**config.mk**
```make
export PLATFORM = sky130hd
export DESIGN_NAME = adh_host_port
export DESIGN_NICKNAME = d
export VERILOG_FILES = /design/src/adh_pkg.sv /design/src/adh_pair_seq.sv /design/src/adh_host_port.sv
export SDC_FILE = /design/constraint.sdc
export NUM_CORES = 1
export LEC_CHECK = 0
export BUFFER_PORTS_ARGS = -buffer_cell sky130_fd_sc_hd__buf_2
export CORE_UTILIZATION = 30
export CTS_BUF_LIST = sky130_fd_sc_hd__clkbuf_16
export CTS_CLUSTER_SIZE = 20
export DETAILED_ROUTE_END_ITERATION = 10
export SYNTH_ARGS = -nofsm -noshare
export SYNTH_HDL_FRONTEND = slang
export SYNTH_SLANG_ARGS = --single-unit
```
**constraint.sdc**
```tcl
create_clock -name clk -period 13.25 [get_ports clk]
set_input_delay 2.65 -clock clk [delete_from_list [all_inputs] [get_ports clk]]
set_output_delay 2.65 -clock clk [all_outputs]
set_load 0.01 [all_outputs]
```
**src/adh_pkg.sv**
```systemverilog
/*
  Shared constants and types for the six-channel converter host port.
  Assumes one 100 MHz system clock; the conversion clock is a sampled pin.
*/
package adh_pkg;
  localparam int unsigned ADH_CHANNELS = 6;
  localparam int unsigned ADH_PAIRS = 3;
  localparam int unsigned ADH_DATA_W = 16;
  localparam int unsigned ADH_CTRL_W = 8;
  // Conversion length in conversion-clock cycles.
  localparam logic [4:0] ADH_CONV_CYCLES = 5'h10;
  // Result latch point, in conversion-clock half cycles (16.5 cycles).
  localparam int unsigned ADH_LATCH_HALF_CYCLES = 33;
  // Control word layout.
  localparam int unsigned ADH_CW_CFG = 7;
  localparam int unsigned ADH_CW_LIGHT = 6;
  localparam int unsigned ADH_CW_DEEP = 5;
  localparam int unsigned ADH_CW_INV = 4;
  localparam int unsigned ADH_CW_TAG = 3;
  localparam int unsigned ADH_CW_RST = 3;
  localparam logic [6:0] ADH_CFG_RESET = 7'h00;
  localparam logic [3:0] ADH_TRIG_RESET = 4'hF;
  // Read selector codes.
  localparam logic [2:0] ADH_SEL_CYCLE = 3'h6;
  localparam logic [2:0] ADH_SEL_FIFO = 3'h7;
  // Fixed prefix of the 16-bit channel tag word.
  localparam logic [11:0] ADH_TAG_PREFIX = 12'h800;
  localparam logic [2:0] ADH_PTR_LAST = 3'h5;
  localparam logic [2:0] ADH_FIFO_FULL = 3'h6;

  typedef enum logic [1:0] {
    ADH_IDLE = 2'h0,
    ADH_ARMED = 2'h1,
    ADH_CONV = 2'h3,
    ADH_LATCH = 2'h2
  } adh_pair_state_t;
endpackage

```
**src/adh_pair_seq.sv**
```systemverilog
/*
  Sequencer for one channel pair: hold edge, conversion count, latch request.
  Assumes conv_rise and conv_fall are one-cycle event pulses from the parent.
*/
`timescale 1ns/10ps
`default_nettype none
module adh_pair_seq (
  input wire logic clk,
  input wire logic dev_rst,
  input wire logic conv_rise,
  input wire logic conv_fall,
  input wire logic sample_n,
  output logic track,
  output logic latch_req
);
  adh_pkg::adh_pair_state_t state;
  logic sample_q;
  logic [4:0] count;

  always_ff @(posedge clk) begin
    if (dev_rst) begin
      sample_q <= sample_n;
    end else begin
      sample_q <= sample_n;
    end
  end

  always_ff @(posedge clk) begin
    if (dev_rst) begin
      state <= adh_pkg::ADH_IDLE;
      count <= 5'h00;
      latch_req <= 1'b0;
    end else begin
      latch_req <= 1'b0;
      case (state)
        adh_pkg::ADH_IDLE: begin
          if (sample_q && !sample_n) begin
            state <= adh_pkg::ADH_ARMED;
          end
        end
        adh_pkg::ADH_ARMED: begin
          if (conv_rise) begin
            state <= adh_pkg::ADH_CONV;
            count <= 5'h00;
          end
        end
        adh_pkg::ADH_CONV: begin
          if (conv_rise) begin
            if (count == adh_pkg::ADH_CONV_CYCLES - 5'h01) begin
              state <= adh_pkg::ADH_LATCH;
            end else begin
              count <= count + 5'h01;
            end
          end
        end
        adh_pkg::ADH_LATCH: begin
          if (conv_fall) begin
            latch_req <= 1'b1;
            state <= adh_pkg::ADH_IDLE;
          end
        end
        default: begin
          state <= adh_pkg::ADH_IDLE;
        end
      endcase
    end
  end

  assign track = (state == adh_pkg::ADH_IDLE) || (state == adh_pkg::ADH_LATCH);
endmodule // adh_pair_seq
`default_nettype wire

```
**src/adh_host_port.sv**
```systemverilog
/*
  Digital front end of a six-channel simultaneous-sampling converter: hold
  strobes, result latching, parallel read port and control word.
  Assumes all pins are synchronous to clk and conv_clk is at most clk/4.
*/
`timescale 1ns/10ps
`default_nettype none
module adh_host_port (
  input wire logic clk,
  input wire logic sys_rst,
  input wire logic conv_clk,
  input wire logic reset_pin_n,
  input wire logic pair_a_sample_n,
  input wire logic pair_b_sample_n,
  input wire logic pair_c_sample_n,
  input wire logic read_sel0,
  input wire logic read_sel1,
  input wire logic read_sel2,
  input wire logic light_sleep_pin,
  input wire logic tag_enable_pin,
  input wire logic byte_mode,
  input wire logic cs_n,
  input wire logic rd_n,
  input wire logic wr_n,
  input wire logic [15:0] data_pins_in,
  input wire logic [15:0] conv_result [6],
  output logic [15:0] data_pins_out,
  output logic data_pins_oe,
  output logic eoc_n,
  output logic first_channel_next,
  output logic [2:0] pair_track,
  output logic light_sleep,
  output logic deep_sleep
);
  logic [6:0] control_cfg;
  logic [3:0] control_trig;
  logic dev_rst, conv_q, conv_rise, conv_fall, wr_q, rd_q, rd_act, rd_start, rd_end, rd_busy;
  logic late, do_latch, latch_due, seq_mode, tag_on, chan_done;
  logic [2:0] pair_sample_n, seq_track, seq_latch, pending, want, sel_now, sel_q, cyc_ptr;
  logic [2:0] fifo_cnt, next_fifo_cnt;
  logic [1:0] latch_pair, phase, last_phase;
  logic [5:0] result_valid;
  logic [15:0] next_data;
  logic [15:0] result [6], fifo_data [6], next_fifo_data [6];
  logic [2:0] fifo_addr [6], next_fifo_addr [6];

  function automatic logic is_seq(input logic [2:0] sel);
    is_seq = (sel == adh_pkg::ADH_SEL_CYCLE) || (sel == adh_pkg::ADH_SEL_FIFO);
  endfunction
  function automatic logic [15:0] both_lanes(input logic [7:0] b);
    both_lanes = {b, b};
  endfunction

  assign dev_rst = sys_rst || !(reset_pin_n && control_trig[adh_pkg::ADH_CW_RST]);
  assign pair_sample_n[0] = pair_a_sample_n && control_trig[2];
  assign pair_sample_n[1] = pair_b_sample_n && control_trig[1];
  assign pair_sample_n[2] = pair_c_sample_n && control_trig[0];
  assign sel_now = {read_sel2, read_sel1, read_sel0} | control_cfg[2:0];
  assign tag_on = tag_enable_pin || control_cfg[adh_pkg::ADH_CW_TAG];

  assign conv_rise = conv_clk && !conv_q;
  assign conv_fall = !conv_clk && conv_q;
  assign rd_act = !cs_n && !rd_n;
  assign rd_start = rd_act && !rd_q;
  assign rd_end = !rd_act && rd_q;
  assign rd_busy = rd_act || rd_q;

  always_ff @(posedge clk) begin
    if (sys_rst) begin
      conv_q <= 1'b0;
      wr_q <= 1'b0;
      rd_q <= 1'b0;
    end else begin
      conv_q <= conv_clk;
      wr_q <= !cs_n && !wr_n;
      rd_q <= rd_act;
    end
  end

  // Strobe bits ignore dev_rst, so a written reset bit clears itself after one cycle.
  always_ff @(posedge clk) begin
    if (sys_rst) begin
      control_trig <= adh_pkg::ADH_TRIG_RESET;
    end else if (!wr_q && !cs_n && !wr_n && !data_pins_in[adh_pkg::ADH_CW_CFG]) begin
      control_trig <= data_pins_in[3:0];
    end else if (!control_trig[adh_pkg::ADH_CW_RST]) begin
      control_trig <= adh_pkg::ADH_TRIG_RESET;
    end
  end

  always_ff @(posedge clk) begin
    if (dev_rst) begin
      control_cfg <= adh_pkg::ADH_CFG_RESET;
    end else if (!wr_q && !cs_n && !wr_n && data_pins_in[adh_pkg::ADH_CW_CFG]) begin
      control_cfg <= data_pins_in[6:0];
    end
  end

  always_ff @(posedge clk) begin
    if (dev_rst) begin
      light_sleep <= 1'b0;
      deep_sleep <= 1'b0;
    end else begin
      light_sleep <= light_sleep_pin || control_cfg[adh_pkg::ADH_CW_LIGHT];
      deep_sleep <= control_cfg[adh_pkg::ADH_CW_DEEP];
    end
  end

  genvar gp;
  generate
    for (gp = 0; gp < adh_pkg::ADH_PAIRS; gp++) begin : g_pair
      adh_pair_seq u_seq (
        .clk(clk),
        .dev_rst(dev_rst),
        .conv_rise(conv_rise),
        .conv_fall(conv_fall),
        .sample_n(pair_sample_n[gp]),
        .track(seq_track[gp]),
        .latch_req(seq_latch[gp])
      );
    end
  endgenerate

  always_ff @(posedge clk) begin
    if (dev_rst) begin
      pair_track <= 3'h7;
    end else begin
      pair_track <= seq_track;
    end
  end
  // A pair latches when it asks, or when a read in progress ends; pairs asking together take later conversion-clock falls.
  assign want = pending | seq_latch;
  assign latch_pair = want[0] ? 2'h0 : (want[1] ? 2'h1 : 2'h2);
  assign latch_due = (seq_latch != 3'h0) || conv_fall || late;
  assign do_latch = (want != 3'h0) && !rd_busy && latch_due;
  always_ff @(posedge clk) begin
    if (dev_rst) begin
      pending <= 3'h0;
      late <= 1'b0;
    end else if (do_latch) begin
      pending <= want & ~(3'h1 << latch_pair);
      late <= 1'b0;
    end else begin
      pending <= want;
      late <= late || (latch_due && rd_busy && (want != 3'h0));
    end
  end
  always_ff @(posedge clk) begin
    if (dev_rst) begin
      eoc_n <= 1'b1;
    end else if (do_latch) begin
      eoc_n <= 1'b0;
    end else if (conv_rise || conv_fall) begin
      eoc_n <= 1'b1;
    end
  end
  always_ff @(posedge clk) begin
    if (dev_rst) begin
      for (int i = 0; i < adh_pkg::ADH_CHANNELS; i++) begin
        result[i] <= 16'h0000;
      end
      result_valid <= 6'h00;
    end else begin
      for (int i = 0; i < adh_pkg::ADH_CHANNELS; i++) begin
        if (do_latch && (i / 2 == int'(latch_pair))) begin
          result[i] <= conv_result[i];
          result_valid[i] <= 1'b1;
        end else if (chan_done && sel_q == adh_pkg::ADH_SEL_CYCLE && i == int'(cyc_ptr)) begin
          result_valid[i] <= 1'b0;
        end
      end
    end
  end

  always_comb begin
    int drop, src, cnt, base;
    drop = 0;
    src = 0;
    cnt = int'(fifo_cnt);
    base = 0;
    next_fifo_cnt = fifo_cnt;
    for (int i = 0; i < adh_pkg::ADH_CHANNELS; i++) begin
      next_fifo_data[i] = fifo_data[i];
      next_fifo_addr[i] = fifo_addr[i];
    end
    if (do_latch) begin
      base = 2 * int'(latch_pair);
      drop = (cnt > 4) ? cnt - 4 : 0;
      for (int i = 0; i < adh_pkg::ADH_CHANNELS; i++) begin
        src = i + drop;
        if (src < cnt) begin
          next_fifo_data[i] = fifo_data[src];
          next_fifo_addr[i] = fifo_addr[src];
        end else if (src == cnt) begin
          next_fifo_data[i] = conv_result[base];
          next_fifo_addr[i] = 3'(base);
        end else if (src == cnt + 1) begin
          next_fifo_data[i] = conv_result[base + 1];
          next_fifo_addr[i] = 3'(base + 1);
        end
      end
      next_fifo_cnt = 3'(cnt + 2 - drop);
    end else if (chan_done && sel_q == adh_pkg::ADH_SEL_FIFO && fifo_cnt != 3'h0) begin
      for (int i = 0; i < adh_pkg::ADH_CHANNELS - 1; i++) begin
        next_fifo_data[i] = fifo_data[i + 1];
        next_fifo_addr[i] = fifo_addr[i + 1];
      end
      next_fifo_cnt = fifo_cnt - 3'h1;
    end
  end

  always_ff @(posedge clk) begin
    if (dev_rst) begin
      for (int i = 0; i < adh_pkg::ADH_CHANNELS; i++) begin
        fifo_data[i] <= 16'h0000;
        fifo_addr[i] <= 3'h0;
      end
      fifo_cnt <= 3'h0;
    end else begin
      for (int i = 0; i < adh_pkg::ADH_CHANNELS; i++) begin
        fifo_data[i] <= next_fifo_data[i];
        fifo_addr[i] <= next_fifo_addr[i];
      end
      fifo_cnt <= next_fifo_cnt;
    end
  end

  assign seq_mode = is_seq(sel_q);
  assign last_phase = {1'b0, byte_mode} + {1'b0, seq_mode && tag_on};
  assign chan_done = rd_end && (phase == last_phase);

  always_ff @(posedge clk) begin
    if (dev_rst) begin
      sel_q <= 3'h0;
      phase <= 2'h0;
      cyc_ptr <= 3'h0;
    end else begin
      if (rd_start) begin
        sel_q <= sel_now;
      end
      if (chan_done) begin
        phase <= 2'h0;
        if (sel_q == adh_pkg::ADH_SEL_CYCLE) begin
          cyc_ptr <= (cyc_ptr == adh_pkg::ADH_PTR_LAST) ? 3'h0 : cyc_ptr + 3'h1;
        end
      end else if (rd_end && !(sel_q == adh_pkg::ADH_SEL_FIFO && fifo_cnt == 3'h0)) begin
        phase <= phase + 2'h1;
      end
    end
  end

  // The selector is taken at the start of each read and held while it lasts.
  always_comb begin
    logic [2:0] sel;
    logic [15:0] raw;
    logic [15:0] word;
    logic [2:0] addr;
    logic valid;
    logic [1:0] k;
    logic tag_read;
    sel = rd_start ? sel_now : sel_q;
    raw = 16'h0000;
    addr = 3'h0;
    valid = 1'b0;
    if (sel == adh_pkg::ADH_SEL_FIFO) begin
      if (fifo_cnt != 3'h0) begin
        raw = fifo_data[0];
        addr = fifo_addr[0];
        valid = 1'b1;
      end
    end else if (sel == adh_pkg::ADH_SEL_CYCLE) begin
      raw = result[cyc_ptr];
      addr = cyc_ptr;
      valid = result_valid[cyc_ptr];
    end else begin
      raw = result[sel];
      addr = sel;
      valid = result_valid[sel];
    end
    word = control_cfg[adh_pkg::ADH_CW_INV] ? {~raw[15], raw[14:0]} : raw;
    tag_read = is_seq(sel) && tag_on && (phase == 2'h0);
    k = (is_seq(sel) && tag_on) ? phase - 2'h1 : phase;
    if (tag_read) begin
      next_data = byte_mode ? both_lanes({valid, addr, word[3:0]})
                            : {adh_pkg::ADH_TAG_PREFIX, valid, addr};
    end else if (byte_mode) begin
      next_data = (k == 2'h0) ? both_lanes(word[7:0]) : both_lanes(word[15:8]);
    end else begin
      next_data = word;
    end
    if (sel == adh_pkg::ADH_SEL_FIFO && fifo_cnt == 3'h0) begin
      next_data = 16'h0000;
    end
  end

  always_ff @(posedge clk) begin
    if (dev_rst) begin
      data_pins_out <= 16'h0000;
      data_pins_oe <= 1'b0;
    end else begin
      data_pins_oe <= rd_act;
      data_pins_out <= rd_act ? next_data : 16'h0000;
    end
  end

  always_ff @(posedge clk) begin
    if (dev_rst) begin
      first_channel_next <= 1'b0;
    end else if (sel_now == adh_pkg::ADH_SEL_FIFO) begin
      first_channel_next <= (fifo_cnt != 3'h0) && (fifo_addr[0] == 3'h0);
    end else if (sel_now == adh_pkg::ADH_SEL_CYCLE) begin
      first_channel_next <= (cyc_ptr == 3'h0);
    end else begin
      first_channel_next <= (sel_now == 3'h0);
    end
  end
endmodule // adh_host_port
`default_nettype wire

```
# [Yosys cells after proc, flatten, opt, wreduce, memory -nomap -nowiden]
# Memories as Yosys holds them, arrays and structs flattened. A register that Yosys moved wholly into a read port is not among the register bits.
# Index checks and enable logic that the tools add are counted.
[totals] regBits=86 ramBits=210 out_inout_bits=24 elab_cells=414 memories=3
[memory_table] memory="fifo_data" words=6 width=16 read_ports=12 rd_ports_with_merged_regs=0 write_ports=6 line="adh_host_port.sv:44" rtl="logic [15:0] result [6], fifo_data [6], next_fifo_data [6];"
[memory_table] memory="result" words=6 width=16 read_ports=2 rd_ports_with_merged_regs=1 write_ports=6 line="adh_host_port.sv:44"
[memory_table] memory="fifo_addr" words=6 width=3 read_ports=12 rd_ports_with_merged_regs=0 write_ports=6 line="adh_host_port.sv:45" rtl="logic [2:0] fifo_addr [6], next_fifo_addr [6];"
[op_classes] n_addsub=18 n_lt_le_gt_ge=11 n_eq_ne=58 n_shift=1 n_mux=150 bitwise_logic=29 reduce_logical=107
[ops] operator="$mux 16" count=43
[ops] operator="$eq 32x4->1" count=6
[ops] operator="$lt 32x4->1" count=6
[ops] operator="$mux 80" count=2
[ops] operator="$eq 32x32->1" count=4
[ops] operator="$mux 3" count=36
[ops] operator="$bmux 16 s3" count=2
[ops] operator="$add 3x32->32 const A" count=2
[ops] operator="$add 4x32->32 const A" count=2
[ops] operator="$eq 32x5->1" count=2
[ops] operator="$ge 32x4->1 const B" count=2
[ops] operator="$logic_and 1x1->1" count=41
[ops] operator="$mux 5" count=7
[ops] operator="$mux 1" count=34
[ops] operator="$add 2x32->32 const A" count=1
[ops] operator="$mux 32" count=1
[ops] operator="$not 3->32" count=1
[ops] operator="$not 32->32" count=1
[ops] operator="$mux 15" count=2
[ops] operator="$pmux 5 s2" count=3
[ops] operator="$mux 2" count=14
[ops] operator="$ne 2x2->1 const B" count=12
[ops] operator="$pmux 2 s4" count=3
[ops] operator="$reduce_bool 2->1" count=11
[ops] operator="39 further kinds" count=136

# [Depth between registers and ports, before layout]
[depth] ltp_word=13 depth_mapped=24 depth_no_buf=17

# [Cells and area by module]
# From an unflattened synthesis, not the netlist that was laid out.
[unflattened] hier_cells=2399 area_unflattened_um2=20886.3
[modules_own_cells] module="adh_host_port" instances=1 cells_per_inst=2273 area_each_um2=19662.6
[modules_own_cells] module="adh_pair_seq" instances=3 cells_per_inst=42 area_each_um2=407.9

# [Worst setup path before layout]
# No wires, ideal clock.
[synth_timing] path_kind="input to register" from="in conv_clk" to="mem result[0][0] (enable)" setup_time_ns=0.466 arrival_ns=6.170 required_ns=12.784 path_slack_ns=6.614 cell_stages=8 path_cell_list="inv_1 ha_1 nor2_1 a221o_1 clkbuf_1 clkbuf_1 clkbuf_1 o21ai_0"
[synth_rtl] element="start, declared" line="adh_host_port.sv:11" rtl="input wire logic conv_clk,"
[synth_rtl] element="end, declared" line="adh_host_port.sv:44"

==> impl_results.md <==
* Hold-fix buffers, CTS at 0
* Synth cell types at 78
* Total CTS buffers at 35
* Final TNS setup at 0 ns
* R2R depth at 17
* Ys flop type: dfxtp_1
* Postcts setup bufs at 0
* Die X at 264 µm
* Placed insts at 3278
* Worst path arrival time at 7.57 ns
* First-pass GRT wire length at 116000 µm
* Min Tclk post-route at 7.08 ns
* IO buf count at 143
* Status: finished, final reports clean
* Synth Net Count at 2586
* IO Pins at 152
* Average wire per standard cell at 23.2 µm
* Mapped Cells at 2427
* Skew final at 0.0294 ns
* Critical Path End Type: flop
* Core footprint at 0.0675 mm²
* Peak supply drop at 0.0645 mV
* Clock Sinks at 299
* RSZ-0062 raised after global routing: no
* Cell Area, Synth at 0.0206 mm²
* Initial drt markers at 2126
* Total number of vias at 19900
* Clk_lat worst skew at 0.57 ns
* Hold depth at 1
* Final hold violations at 0
* Clock root cell: clkbuf_16
* Share of the yosys chip area belonging to registers at 33.7%
* Total Die Area at 0.0697 mm²
* Reg2reg setup slack at 6.17 ns
* First-pass DRT Iterations at 5
* Hold Path Origin: control_cfg[5]
* Crit start category: flop
* Largest net degree at the start of global routing at 73
* FP Rows at 95
* Clock transition at path regs at 0.06 ns
* Worst r2r src: fifo_cnt[1]
* Initial Utilization at 30.5%
* GPL Wtd Cong at 0.959
* Avg Cell Area, Syn at 8.48 µm²
* Crit path max fanout at 65
* Clock Path Buffers at 3
* WP buf/inv at 6
* DRC at 0
* Initial antenna violation count at 3
* CP top delay family: buffers and inverters
* Worst Path Required at 13.74 ns
* Syn-to-layout area delta at 12.6%
* Fin crit share at 53.4%
* Filler instances at 7037
* NumNets Final at 2601
* Utilization after layout at 34.3%
* LEAKAGE at 8.21 nW
* Pre-CTS setup slack at 6.34 ns
* H-tree depth at 2
* Slew @ Worst Pin at 1.25 ns
* Slew HR at 15.6%
* Detailed Place HPWL at 49400 µm
* Largest stage delay, worst path at 0.85 ns
* Hold WC Path Type: reg2reg
* Kind of critical path: reg2reg
* Chip height at 264 µm
* Via density at 5.95
* CTS tree: built
* Share of cells above drive strength 1 at 15.6%
* Warnings from Yosys at 0
* Endpoints failing setup at 0
* FF+latch count, synth at 299
* Post-route insts no fill at 3343
* PwrDens at 90.5 mW/mm²
* Pwr Total at 2.10 mW
* Max-Cap Viols at 0
* Post-synth ARST share at 0%
* CTS resizes at 0
* Critical Path Source: fifo_cnt[1]
* Post-synth EDFFs at 96
* Crit path top cell by count: buf_4
* Overall Global Routing Usage at 21.5%
* Number of global-route vias before repair at 18500
* Max Slew Vio Count at 0
* Worst setup margin at 6.17 ns
* Post-route ant nets at 0
* Worst Hold End: deep_sleep
* Slowest cell on crit path: a211oi_4
* CP cell instances: inv_1 > ha_1 > inv_1 > ha_1 > and2_2 > buf_4 > inv_4 > ha_2 > buf_4 > nor2b_1 > o22ai_1 > a211oi_1 > or2_2 > a211oi_4 > buf_4 > o21ai_0 > a21oi_1
* Total Routed Length at 77500 µm
* GRT overflow at 0
* Fmax at 141 MHz
* FF-to-FF End: fifo_data[1][12]
## placed cells by master, fill, tap and decap left out, types with 18 or more instances in the layout
cell type / instances
o311ai_0: 19
a21oi_1: 187
nand3_1: 36
o21ai_0: 172
nand2b_1: 38
a221oi_1: 36
a311o_1: 21
dfxtp_1: 202
ha_1: 30
edfxtp_1: 96
and3_1: 41
o2111ai_1: 18
nor3_1: 38
nor2_1: 209
nand2_1: 265
a31oi_1: 29
o211ai_1: 61
mux4_2: 63
o22ai_1: 32
nor3b_1: 23
buf_2: 143
o21a_1: 19
inv_1: 32
o31ai_1: 23
mux2i_1: 107
clkbuf_16: 35
a211oi_1: 36
buf_4: 59
and2_1: 117
o221ai_1: 19
mux2_2: 24
## stage by stage
step	instance area, µm²	hold slack [ns]
after global placement	22100	0.442
after detailed placement	22100	0.442
after floorplan	20600	0.417
after CTS	23200	0.459
after global routing	23200	0.498
final	23200	0.458
## area by class of cell
| class | instances | area [µm²] | area share, % |
|---|---|---|---|
| Antenna cell | 2 | 5.00 | 0.0216 |
| Clock buffer | 35 | 876 | 3.78 |
| Clock inverter | 28 | 239 | 1.03 |
| Inverter | 31 | 119 | 0.513 |
| Multi-Input combinational cell | 1873 | 12700 | 55.0 |
| Sequential cell | 299 | 6950 | 30.0 |
| Tap cell | 873 | 1090 | 4.71 |
| Timing Repair Buffer | 202 | 1160 | 5.00 |
## flip-flops by register name, indices dropped and copies added, names as in the netlist, 4 cells and up, named ones only
| name | cells |
|---|---|
| g_pair.u_seq.count | 15 |
| data_pins_out | 16 |
| g_pair.u_seq.state | 6 |
| fifo_data | 96 |
| fifo_addr | 18 |
| control_cfg | 7 |
| control_trig | 4 |
| result | 96 |
| result_valid | 6 |
## power by group
part	internal (mW)	switching [mW]
Clock	0.546	0.428
Sequential	0.960	0.00954
Combinational	0.0539	0.0999
## per-layer routing
metal	share of wire, %	vias up	wire, µm	track usage (%)
met1	41	9552	31500	27.7
met2	46	996	35900	35.0
li1	-	9135	-	-
met3	8.4	199	6540	3.54
met5	0.040	-	31	0
met4	4.6	4	3540	10.3
## cell usage after synthesis (8+ instances only)
| cell | n | area, µm² |
|---|---|---|
| nand2_1 | 266 | 998 |
| nor2_1 | 213 | 800 |
| dfxtp_1 | 203 | 4060 |
| a21oi_1 | 187 | 936 |
| o21ai_0 | 173 | 866 |
| clkbuf_1 | 170 | 638 |
| and2_1 | 118 | 738 |
| mux2i_1 | 108 | 1080 |
| edfxtp_1 | 96 | 2880 |
| mux4_2 | 63 | 1420 |
| o211ai_1 | 61 | 458 |
| and3_1 | 41 | 257 |
| nor3_1 | 41 | 205 |
| buf_2 | 39 | 195 |
| nand2b_1 | 38 | 238 |
| a211oi_1 | 37 | 278 |
| a221oi_1 | 37 | 324 |
| nand3_1 | 36 | 180 |
| o22ai_1 | 32 | 200 |
| ha_1 | 31 | 388 |
| a31oi_1 | 29 | 181 |
| inv_1 | 29 | 109 |
| mux2_2 | 24 | 270 |
| nor3b_1 | 23 | 173 |
| o31ai_1 | 23 | 173 |
| a311o_1 | 21 | 210 |
| o21a_1 | 19 | 143 |
| o221ai_1 | 19 | 166 |
| o311ai_0 | 19 | 166 |
| o2111ai_1 | 18 | 158 |
| o21bai_1 | 17 | 128 |
| o311a_1 | 17 | 170 |
| nand4_1 | 14 | 87.6 |
| a22oi_1 | 13 | 97.6 |
| or2_2 | 11 | 68.8 |
| a211o_1 | 9 | 78.8 |
| nand3b_1 | 9 | 67.6 |
| xor2_1 | 9 | 78.8 |
| nor2b_1 | 8 | 50.1 |
| xnor2_1 | 8 | 70.1 |
## worst max-delay path by stage
stage / cells after the start / to / slack [ns]
3_3_place_gp: 17 / fifo_addr[1][0] / 6.37
4_1_cts: 17 / fifo_data[1][12] / 6.28
3_5_place_dp: 17 / fifo_data[1][9] / 6.34
6_report: 17 / fifo_data[1][12] / 6.17
5_1_grt: 17 / fifo_data[1][13] / 5.77
2_1_floorplan: 8 / result[0][0] / 6.61
## logic make-up (layout without fill, tap and decap cells)
| logic type | after synthesis | count (layout) | share of synthesized area (%) |
|---|---|---|---|
| adder cells (fa/ha/maj) | 31 | 31 | 1.88 |
| AND/OR/NAND/NOR | 846 | 846 | 19.9 |
| AO/OA/AOI/OAI | 783 | 783 | 25.2 |
| XOR/XNOR | 17 | 17 | 0.723 |
| multiplexers | 195 | 195 | 13.5 |
| buffers and inverters | 255 | 296 | 5.09 |
| other | 1 | 3 | 0.0182 |
| flip-flops | 299 | 299 | 33.7 |
## worst reg2reg max path, delay by kind of cell, from the launching register on
| kind | cells | cell delay (ns) |
|---|---|---|
| buffers and inverters | 6 | 2.45 |
| AOI/OAI and AO/OA | 5 | 1.64 |
| adders and majority gates | 3 | 1.24 |
| and+or+nand+nor | 3 | 1.01 |
| DFF | 1 | 0.67 |
Power figures use the tool's default switching activity.
